File: src/hw/ewt_pkg.sv
package ewt_pkg;
    // register map and reset contents
    localparam logic [3:0] EWT_REG_OFS = 4'h0;
    localparam logic [31:0] EWT_RST_VAL = 32'h0000_0500;
    localparam logic [31:0] EWT_WR_MASK = 32'h0017_1FC3;
    // field positions
    localparam int EWT_MUX_ADDR_WAIT_BIT = 20;
    localparam int EWT_WW_LSB = 16;
    localparam int EWT_SW_LSB = 11;
    localparam int EWT_WR_LSB = 7;
    localparam int EWT_WM_BIT = 6;
    localparam int EWT_HW_LSB = 0;
    // clk_i ticks at twice the bus rate: one tick is half a bus cycle
    localparam logic [5:0] EWT_ADDR_LOAD = 6'h01;
    localparam logic [5:0] EWT_AWAIT_LOAD = 6'h01;
    localparam logic [31:0] EWT_RD_ZERO = 32'h0000_0000;
    typedef enum logic [5:0] {
        EWT_IDLE = 6'h01,
        EWT_ADDR = 6'h02,
        EWT_AWAIT = 6'h04,
        EWT_SETUP = 6'h08,
        EWT_STRB = 6'h10,
        EWT_HOLD = 6'h20
    } ewt_state_t;
endpackage

File: src/hw/ewt_ctrl.sv
`timescale 1ns/1ps
`default_nettype none
// Functional notes
// - mux address wait bit set adds one wait cycle after the address cycle
// - mux address wait only matters for multiplexed accesses
// - write wait code 000 reuses the read wait count
// - write wait codes 001..111 give 0..6 wait cycles
// - setup field gives 0.5..3.5 cycles to strobe from select, or from the end of the address cycles on mux accesses
// - bits 31..21 and 15..13 read zero; software writes zero
// - bit 19 reads zero; software writes zero
// - read wait codes give 0..6, 8, 10, 12, 14, 18, 24 cycles
// - mask bit clear honours external wait, set ignores it
// - hold field gives 0.5..3.5 cycles from strobe off to deselect
module ewt_ctrl
    import ewt_pkg::*;
(
    input wire logic clk_i,
    input wire logic rst_i,
    input wire logic [3:0] avs_address_i,
    input wire logic avs_read_i,
    input wire logic avs_write_i,
    input wire logic [3:0] avs_byteenable_i,
    input wire logic [31:0] avs_writedata_i,
    output logic [31:0] avs_readdata_o,
    output logic avs_waitrequest_o,
    input wire logic acc_req_i,
    input wire logic acc_write_i,
    input wire logic acc_mux_i,
    input wire logic ext_wait_i,
    output logic acc_done_o,
    output logic acc_busy_o,
    output logic chip_select_n_o,
    output logic read_strobe_n_o,
    output logic write_strobe_n_o,
    output logic addr_phase_o
);
    ////////////////////////////////////////////////////////////////////////
    // register bus slave
    logic [31:0] area_bus_wait_control;
    logic [31:0] next_cfg;
    logic [31:0] next_rdata;
    logic bus_ack;
    logic next_bus_ack;
    logic hit;

    assign hit = (avs_address_i == EWT_REG_OFS);
    // one wait state on every access; the second cycle completes it
    assign avs_waitrequest_o = (avs_read_i | avs_write_i) & ~bus_ack;

    always_comb begin
        next_bus_ack = (avs_read_i | avs_write_i) & ~bus_ack;
        next_cfg = area_bus_wait_control;
        next_rdata = avs_readdata_o;
        if (avs_write_i && bus_ack && hit) begin
            for (int b = 0; b < 4; b++) begin
                if (avs_byteenable_i[b]) begin
                    next_cfg[8*b +: 8] = avs_writedata_i[8*b +: 8];
                end
            end
            // reserved bits never store anything
            next_cfg = next_cfg & EWT_WR_MASK;
        end
        if (avs_read_i && !bus_ack) begin
            next_rdata = hit ? (area_bus_wait_control & EWT_WR_MASK)
                       : EWT_RD_ZERO;
        end
    end

    always_ff @(posedge clk_i) begin
        if (rst_i) begin
            area_bus_wait_control <= EWT_RST_VAL;
            avs_readdata_o <= 32'h0000_0000;
            bus_ack <= 1'b0;
        end else begin
            area_bus_wait_control <= next_cfg;
            avs_readdata_o <= next_rdata;
            bus_ack <= next_bus_ack;
        end
    end

    ////////////////////////////////////////////////////////////////////////
    // access sequencer; config is frozen per access so a register write
    // in mid access cannot tear the strobe timing
    ewt_state_t state;
    ewt_state_t next_state;
    logic [31:0] cfg_lat;
    logic [31:0] next_cfg_lat;
    logic wr_lat;
    logic next_wr_lat;
    logic [5:0] cnt;
    logic [5:0] next_cnt;
    logic next_cs_n;
    logic next_rd_n;
    logic next_wr_n;
    logic next_ale;
    logic next_done;
    logic [5:0] setup_load;
    logic [5:0] strobe_load;
    logic [5:0] hold_load;
    logic [4:0] wait_cyc;
    logic wait_hold;

    ewt_timing u_timing (
        .cfg_i(cfg_lat),
        .is_write_i(wr_lat),
        .setup_load_o(setup_load),
        .strobe_load_o(strobe_load),
        .hold_load_o(hold_load),
        .wait_o(wait_cyc)
    );

    // the mask wins even when the wait count is zero
    assign wait_hold = ext_wait_i & ~cfg_lat[EWT_WM_BIT];
    assign acc_busy_o = (state != EWT_IDLE);

    always_comb begin
        next_state = state;
        next_cnt = cnt;
        next_cfg_lat = cfg_lat;
        next_wr_lat = wr_lat;
        next_done = 1'b0;
        unique case (state)
            EWT_IDLE: begin
                if (acc_req_i) begin
                    next_cfg_lat = area_bus_wait_control;
                    next_wr_lat = acc_write_i;
                    if (acc_mux_i) begin
                        next_state = EWT_ADDR;
                        next_cnt = EWT_ADDR_LOAD;
                    end else begin
                        next_state = EWT_SETUP;
                        next_cnt = {3'h0, area_bus_wait_control[EWT_SW_LSB +: 2],
                                    1'b0};
                    end
                end
            end
            EWT_ADDR: begin
                next_cnt = cnt - 6'h01;
                if (cnt == 6'h00) begin
                    if (cfg_lat[EWT_MUX_ADDR_WAIT_BIT]) begin
                        next_state = EWT_AWAIT;
                        next_cnt = EWT_AWAIT_LOAD;
                    end else begin
                        next_state = EWT_SETUP;
                        next_cnt = setup_load;
                    end
                end
            end
            EWT_AWAIT: begin
                next_cnt = cnt - 6'h01;
                if (cnt == 6'h00) begin
                    next_state = EWT_SETUP;
                    next_cnt = setup_load;
                end
            end
            EWT_SETUP: begin
                next_cnt = cnt - 6'h01;
                if (cnt == 6'h00) begin
                    next_state = EWT_STRB;
                    next_cnt = strobe_load;
                end
            end
            EWT_STRB: begin
                if (cnt != 6'h00) begin
                    next_cnt = cnt - 6'h01;
                end else if (!wait_hold) begin
                    next_state = EWT_HOLD;
                    next_cnt = hold_load;
                end
            end
            EWT_HOLD: begin
                next_cnt = cnt - 6'h01;
                if (cnt == 6'h00) begin
                    next_state = EWT_IDLE;
                    next_cnt = 6'h00;
                    next_done = 1'b1;
                end
            end
        endcase
        // pins follow the next state so they come straight from flops
        next_cs_n = (next_state == EWT_IDLE);
        next_ale = (next_state == EWT_ADDR);
        next_rd_n = !((next_state == EWT_STRB) && !next_wr_lat);
        next_wr_n = !((next_state == EWT_STRB) && next_wr_lat);
    end

    always_ff @(posedge clk_i) begin
        if (rst_i) begin
            state <= EWT_IDLE;
            cnt <= 6'h00;
            cfg_lat <= EWT_RST_VAL;
            wr_lat <= 1'b0;
            acc_done_o <= 1'b0;
            chip_select_n_o <= 1'b1;
            read_strobe_n_o <= 1'b1;
            write_strobe_n_o <= 1'b1;
            addr_phase_o <= 1'b0;
        end else begin
            state <= next_state;
            cnt <= next_cnt;
            cfg_lat <= next_cfg_lat;
            wr_lat <= next_wr_lat;
            acc_done_o <= next_done;
            chip_select_n_o <= next_cs_n;
            read_strobe_n_o <= next_rd_n;
            write_strobe_n_o <= next_wr_n;
            addr_phase_o <= next_ale;
        end
    end
endmodule
`default_nettype wire

File: src/hw/ewt_timing.sv
`timescale 1ns/1ps
`default_nettype none
module ewt_timing
    import ewt_pkg::*;
(
    input wire logic [31:0] cfg_i,
    input wire logic is_write_i,
    output logic [5:0] setup_load_o,
    output logic [5:0] strobe_load_o,
    output logic [5:0] hold_load_o,
    output logic [4:0] wait_o
);
    ////////////////////////////////////////////////////////////////////////
    // read wait code to bus cycles; prohibited codes clamp to the longest
    function automatic logic [4:0] ewt_rd_wait(input logic [3:0] c);
        unique case (c)
            4'h7: ewt_rd_wait = 5'h08;
            4'h8: ewt_rd_wait = 5'h0A;
            4'h9: ewt_rd_wait = 5'h0C;
            4'hA: ewt_rd_wait = 5'h0E;
            4'hB: ewt_rd_wait = 5'h12;
            4'hC, 4'hD, 4'hE, 4'hF: ewt_rd_wait = 5'h18;
            default: ewt_rd_wait = {1'b0, c};
        endcase
    endfunction

    // n.5 bus cycles is 2n+1 ticks, so the counter load is 2n
    function automatic logic [5:0] ewt_half_load(input logic [1:0] c);
        ewt_half_load = {3'h0, c, 1'b0};
    endfunction

    ////////////////////////////////////////////////////////////////////////
    logic [2:0] ww;
    assign ww = cfg_i[EWT_WW_LSB +: 3];
    // write code zero falls back to the read wait setting
    assign wait_o = (is_write_i && ww != 3'h0) ? {2'h0, ww - 3'h1}
                  : ewt_rd_wait(cfg_i[EWT_WR_LSB +: 4]);
    // strobe lasts one bus cycle plus the wait cycles
    assign strobe_load_o = {wait_o, 1'b0} + 6'h01;
    assign setup_load_o = ewt_half_load(cfg_i[EWT_SW_LSB +: 2]);
    assign hold_load_o = ewt_half_load(cfg_i[EWT_HW_LSB +: 2]);
endmodule
`default_nettype wire

File: config.mk
export PLATFORM = sky130hd
export DESIGN_NAME = ewt_ctrl
export DESIGN_NICKNAME = d
export VERILOG_FILES = /design/src/hw/ewt_pkg.sv /design/src/hw/ewt_ctrl.sv /design/src/hw/ewt_timing.sv
export SDC_FILE = /design/constraint.sdc
export NUM_CORES = 1
export LEC_CHECK = 0
export BUFFER_PORTS_ARGS = -buffer_cell sky130_fd_sc_hd__buf_2
export CAP_MARGIN = 20
export CORE_MARGIN = 2
export CORE_UTILIZATION = 53
export DETAILED_ROUTE_END_ITERATION = 16
export PLACE_DENSITY = 0.76
export SYNTH_ARGS = -nofsm -noshare
export SYNTH_HDL_FRONTEND = slang
export SYNTH_HIERARCHICAL = 1
export SYNTH_SLANG_ARGS = --single-unit
File: constraint.sdc
create_clock -name clk_i -period 2.5 [get_ports clk_i]
set_input_delay 0.25 -clock clk_i [delete_from_list [all_inputs] [get_ports clk_i]]
set_output_delay 0.25 -clock clk_i [all_outputs]
set_load 0.005 [all_outputs]
== Word level (Yosys, flattened, before mapping) ==
Cells that the tools add are included.

* Add/sub/neg operators: 3
* Eq/ne operators: 21
* Muxes and demuxes: 26
* Bitwise logic cells: 6
* Reductions and logical operators: 21

{| class="wikitable"
|+ Operators by type and width
! operator !! count
|-
| $mux 6 || 14
|-
| $pmux 6 s6 || 2
|-
| $eq 4x4->1 const B || 8
|-
| $pmux 5 s6 || 1
|-
| $mux 21 || 1
|-
| $eq 6x1->1 const B || 2
|-
| $eq 6x2->1 const B || 2
|-
| $eq 6x5->1 const B || 2
|-
| $reduce_and 2->1 || 5
|-
| $mux 4 || 2
|-
| $add 6x1->6 const B || 1
|-
| $eq 6x3->1 const B || 1
|-
| $eq 6x4->1 const B || 1
|-
| $eq 6x6->1 const B || 1
|-
| $logic_and 1x1->1 || 6
|-
| $logic_not 6->1 || 1
|-
| $mux 3 || 2
|-
| $ne 6x1->1 const B || 1
|-
| $reduce_bool 6->1 || 1
|-
| $sub 6x1->6 const B || 1
|-
| $mux 5 || 1
|-
| $eq 4x3->1 const B || 1
|-
| $logic_not 1->1 || 4
|-
| $logic_not 4->1 || 1
|-
| other kinds (10) || 15
|}

* Register bits after elaboration: 77
* Output and inout bits: 39

== Logic depth before layout (Yosys ltp) ==
* Depth after elaboration: 8
* Mapped depth: 10

== By module ==
Netlist, hierarchy kept.

{| class="wikitable"
|+ Modules (own cells, without submodules)
! module !! times used !! cells an instance !! area each (um2) !! sequential area each (um2)
|-
| ewt_ctrl || 1 || 335 || 2897.8 || 1161.1
|-
| ewt_timing || 1 || 45 || 314.1 || 0.0
|}

== Worst setup path before layout ==
No wires, ideal clock.

* Kind: flip-flop to flip-flop
* Start: reg cnt[0]
* End: reg cnt[2]
* Setup time: 0.131 ns
* Arrival time: 2.067 ns
* Data required time: 2.369 ns
* Path slack: 0.302 ns
* Stages on the path, launching flop included: 11
* Clock period less this slack: 2.198 ns
* Path through: dfxtp_1 > inv_1 > ha_1 > or4b_4 > or2_1 > buf_6 > o32ai_2 > buf_4 > nor3_1 > o21ai_1 > a31oi_1

* Cells in the longest elaborated chain, start to end: 3
* Elaborated cells on any way between the ends: 11
* Classes of those cells: add/sub: 1; eq/ne: 1; mux: 6; reduce/logical: 3

{| class="wikitable"
|+ Ends and longest elaborated chain
! what !! RTL line !! source
|-
| from (decl) || ewt_ctrl.sv:90 || <nowiki>logic [5:0] cnt;</nowiki>
|-
| from (signal assigned) || ewt_ctrl.sv:200 || <nowiki>cnt <= next_cnt;</nowiki>
|-
| $sub 6x1->6 (tied with other cells) || n/a ||
|-
| $mux 6 (tied with other cells) || ewt_ctrl.sv:173 || <nowiki>if (cnt == 6'h00) begin</nowiki>
|-
| $pmux 6 s6 / $reduce_and 2->1 (equally long branches) || n/a ||
|}

Parallel ways exist; a longest one is shown, timed or not.
A chain may end at the register's enable or synchronous reset.

== Worst setup path in the final report ==
* Start: reg state[0]
* End: reg chip_select_n_o

* Cells in the longest elaborated chain, start to end: 4
* Elaborated cells on any way between the ends: 15
* Classes of those cells: eq/ne: 7; mux: 8

{| class="wikitable"
|+ Ends and longest elaborated chain
! what !! RTL line !! source
|-
| from (decl) || ewt_ctrl.sv:84 || <nowiki>ewt_state_t state;</nowiki>
|-
| from (signal assigned) || ewt_ctrl.sv:199 || <nowiki>state <= next_state;</nowiki>
|-
| $mux 6 || ewt_ctrl.sv:166 || <nowiki>end else if (!wait_hold) begin</nowiki>
|-
| $mux 6 || ewt_ctrl.sv:164 || <nowiki>if (cnt != 6'h00) begin</nowiki>
|-
| $pmux 6 s6 * || ewt_ctrl.sv:122 || <nowiki>unique case (state)</nowiki>
|-
| $eq 6x1->1 * || ewt_ctrl.sv:181 || <nowiki>next_cs_n = (next_state == EWT_IDLE);</nowiki>
|-
| to (signal assigned) || ewt_ctrl.sv:204 || <nowiki>chip_select_n_o <= next_cs_n;</nowiki>
|-
| to (decl) || ewt_ctrl.sv:32 || <nowiki>output logic chip_select_n_o,</nowiki>
|}

Mark *: on every way between the ends. The rest lies on a longest branch, timed or not.

==> flow_summary.ini <==
[run_status]
status = complete, no violations

[timing]
hold_violations = 0
fmax_mhz = 436.7
min_period_ns = 2.290
tightest_slew_ns = 0.5270
period_share = 0.9159
hold_ws_ns = 0.1420
relSlewSlack = 0.6454
setup_viol = 0
tns_ns = 0
fin_skew_ns = 0.01023
drv_slew = 0
rsz0062_at_grt = false
fin_ws_ns = 0.2103

[clock_network]
clockBufferDepth = 2
clock-root-buffer = clkbuf_8
ctsResizeCount = 0
cts_setup_buffers = 0
cts_max_level = 3
clock_latency_ns = 0.34
cts_buffers = 9
cts_hold_buf = 0
cts_tree = done
clk_pin_slew_ns = 0.07
cts.sinks = 58

[global_routing]
overflow = 0
grt_pass1_vias = 2465
grt_util_all_layers = 0.2227
grt_start_max_net_pins = 30
grt_pass1_wl_um = 11260
antenna_found_initial = 0

[min_path]
hold_depth = 3
hold_end = area_bus_wait_control[8]
hold_class = in -> reg
hold_start = avs_writedata_i[8]

[synthesis]
syn_inst = 375
syn-cell-area_mm2 = 0.003174
ys_warn_count = 6
avgSynthCellArea_um2 = 8.465

[route]
wl_per_cell_um = 13.58
finalWirelength_um = 6790
vias = 2723
dr.pass1.iters = 4
antenna_left = 0
route.detailed.drc = 0
initialDrtViolationCount = 121
vias_per_cell = 5.446

[power_and_ir_drop]
max-vdd-ir-drop_v = 0.0004768
power_density_mw_per_mm2 = 574.1
leakagePower_nw = 1.564
swShare = 0.2789
pwr-share-seq = 0.473
p_comb_frac = 0.159
clkPwrFrac = 0.368
p_int_w = 0.001463
p_switching_w = 0.0005657

[final_layout]
nNetsFinal = 471
syn_to_final_growth_pct = 11.31
nFillCells = 524
drive_gt1_frac = 0.2235
design_area_mm2 = 0.003533
diodes = 0
fin_cells = 500

[worst_setup_path]
critPathMaxFanout = 12
crit_path_end_kind = flip-flop
crit_buf_inv = 1
cp_slowest_stage_delay_ns = 0.54
timing.rr.start = state[0]
crit_type = reg -> reg
rrSetupSlack_ns = 0.21
slowest_stage = or4_4
required_ns = 2.78
arrival_ns = 2.57
crit_chain = or4_4 > nor3b_2 > a311oi_1 > buf_4 > and3_1 > a21oi_1 > a31o_1
reg2reg_to = chip_select_n_o
worstSetupStartpointType = flip-flop
rr_worst_depth = 7
critPathTopFamily = simple AND/OR/NAND/NOR gates

[die]
start_util = 0.5426
die_y_um = 81.39
fp.dieW_um = 81.39
core_region_area_mm2 = 0.005851
io_pins = 87
rows = 28
dieArea_mm2 = 0.006624

[placed_design]
dp_hpwl_um = 5012
port_buffers = 47
place_ws_ns = 0.1416
dp.cells = 484
postPlaceCellArea_mm2 = 0.003359
place_congestion = 0.9144

[run]
max_cap_viol_count = 0
-- cell usage in the layout (no fill, tap or decap), types with 2 or more instances in the layout --
cell        instances
a211o_1             3
a21oi_1            28
a221o_1             4
a222oi_1            2
a22oi_1            13
a31oi_1             3
and2_1              4
and3_1              4
and3b_1             2
buf_2              47
buf_4              15
clkbuf_8           10
clkinv_2            3
clkinvlp_4          2
conb_1             28
dfxtp_1            58
ha_1                3
inv_1              13
mux2_2              2
mux2i_1            16
nand2_1            30
nand2b_1            5
nand3_1            17
nand3b_1            4
nor2_1             42
nor2b_1             3
nor3_1              5
nor3b_2             2
nor4_1              4
o21ai_0             6
o21ai_1             2
o21ai_2             2
o32a_1              2
or2_2               2
xnor2_1             2
xor2_1              4
-- through the flow --
stage / util / total power, W
global placement: 0.5742 / 0.001290
finish: 0.6039 / 0.002029
floorplan: - / 0.001237
global route: 0.6039 / 0.002124
detailed placement: 0.5742 / 0.001295
CTS: 0.6035 / 0.002042
-- registers in the layout, summed over array words and instances, names as in the netlist --
register,cells
read_strobe_n_o,1
area_bus_wait_control,13
chip_select_n_o,1
write_strobe_n_o,1
state,6
addr_phase_o,1
acc_done_o,1
wr_lat,1
bus_ack,1
cfg_lat,13
cnt,6
avs_readdata_o,13
-- worst register-to-register path: stages (launching register included) --
cell	delay [ns]
dfxtp_1	0.39
or4_4	0.54
nor3b_2	0.29
a311oi_1	0.11
buf_4	0.21
and3_1	0.19
a21oi_1	0.29
a31o_1	0.20
-- power groups by stage --
stage                     logic [W]  clock network (W)  registers (W)
final                      0.000322           0.000747       0.000960
after floorplan            0.000260                  0       0.000977
after global placement     0.000311                  0       0.000979
after CTS                  0.000317           0.000765       0.000960
after detailed placement   0.000315                  0       0.000980
after global routing       0.000355           0.000808       0.000962
-- worst max-delay path by stage --
stage                            to  cells after the start  slack, ns     start
floorplan                    cnt[2]                     10       0.30    cnt[0]
global placement             cnt[5]                      9       0.14    cnt[1]
detailed placement           cnt[4]                      9       0.14    cnt[1]
CTS                          cnt[4]                      9       0.13    cnt[1]
global route                 cnt[2]                      9       0.07    cnt[1]
finish              chip_select_n_o                      7       0.21  state[0]
-- layout make-up --
| class | instances | area (um^2) | area share |
|---|---|---|---|
| Sequential cell | 58 | 1161 | 0.3286 |
| Tap cell | 75 | 93.84 | 0.02656 |
| Timing Repair Buffer | 62 | 347.8 | 0.09844 |
| Inverter | 13 | 48.80 | 0.01381 |
| Multi-Input combinational cell | 276 | 1710 | 0.4841 |
| Clock inverter | 5 | 30.03 | 0.008499 |
| Clock buffer | 11 | 141.4 | 0.04001 |
-- per-layer routing --
| metal | GRT usage | vias up | wire length (um) |
|---|---|---|---|
| li1 | - | 1365 | - |
| met1 | 0.2774 | 1251 | 3047 |
| met2 | 0.3607 | 93 | 3168 |
| met3 | 0.06111 | 14 | 419 |
| met4 | 0.09492 | 0 | 154 |
| met5 | 0 | - | 0 |
Note: power is estimated with default switching activity, not from simulation.
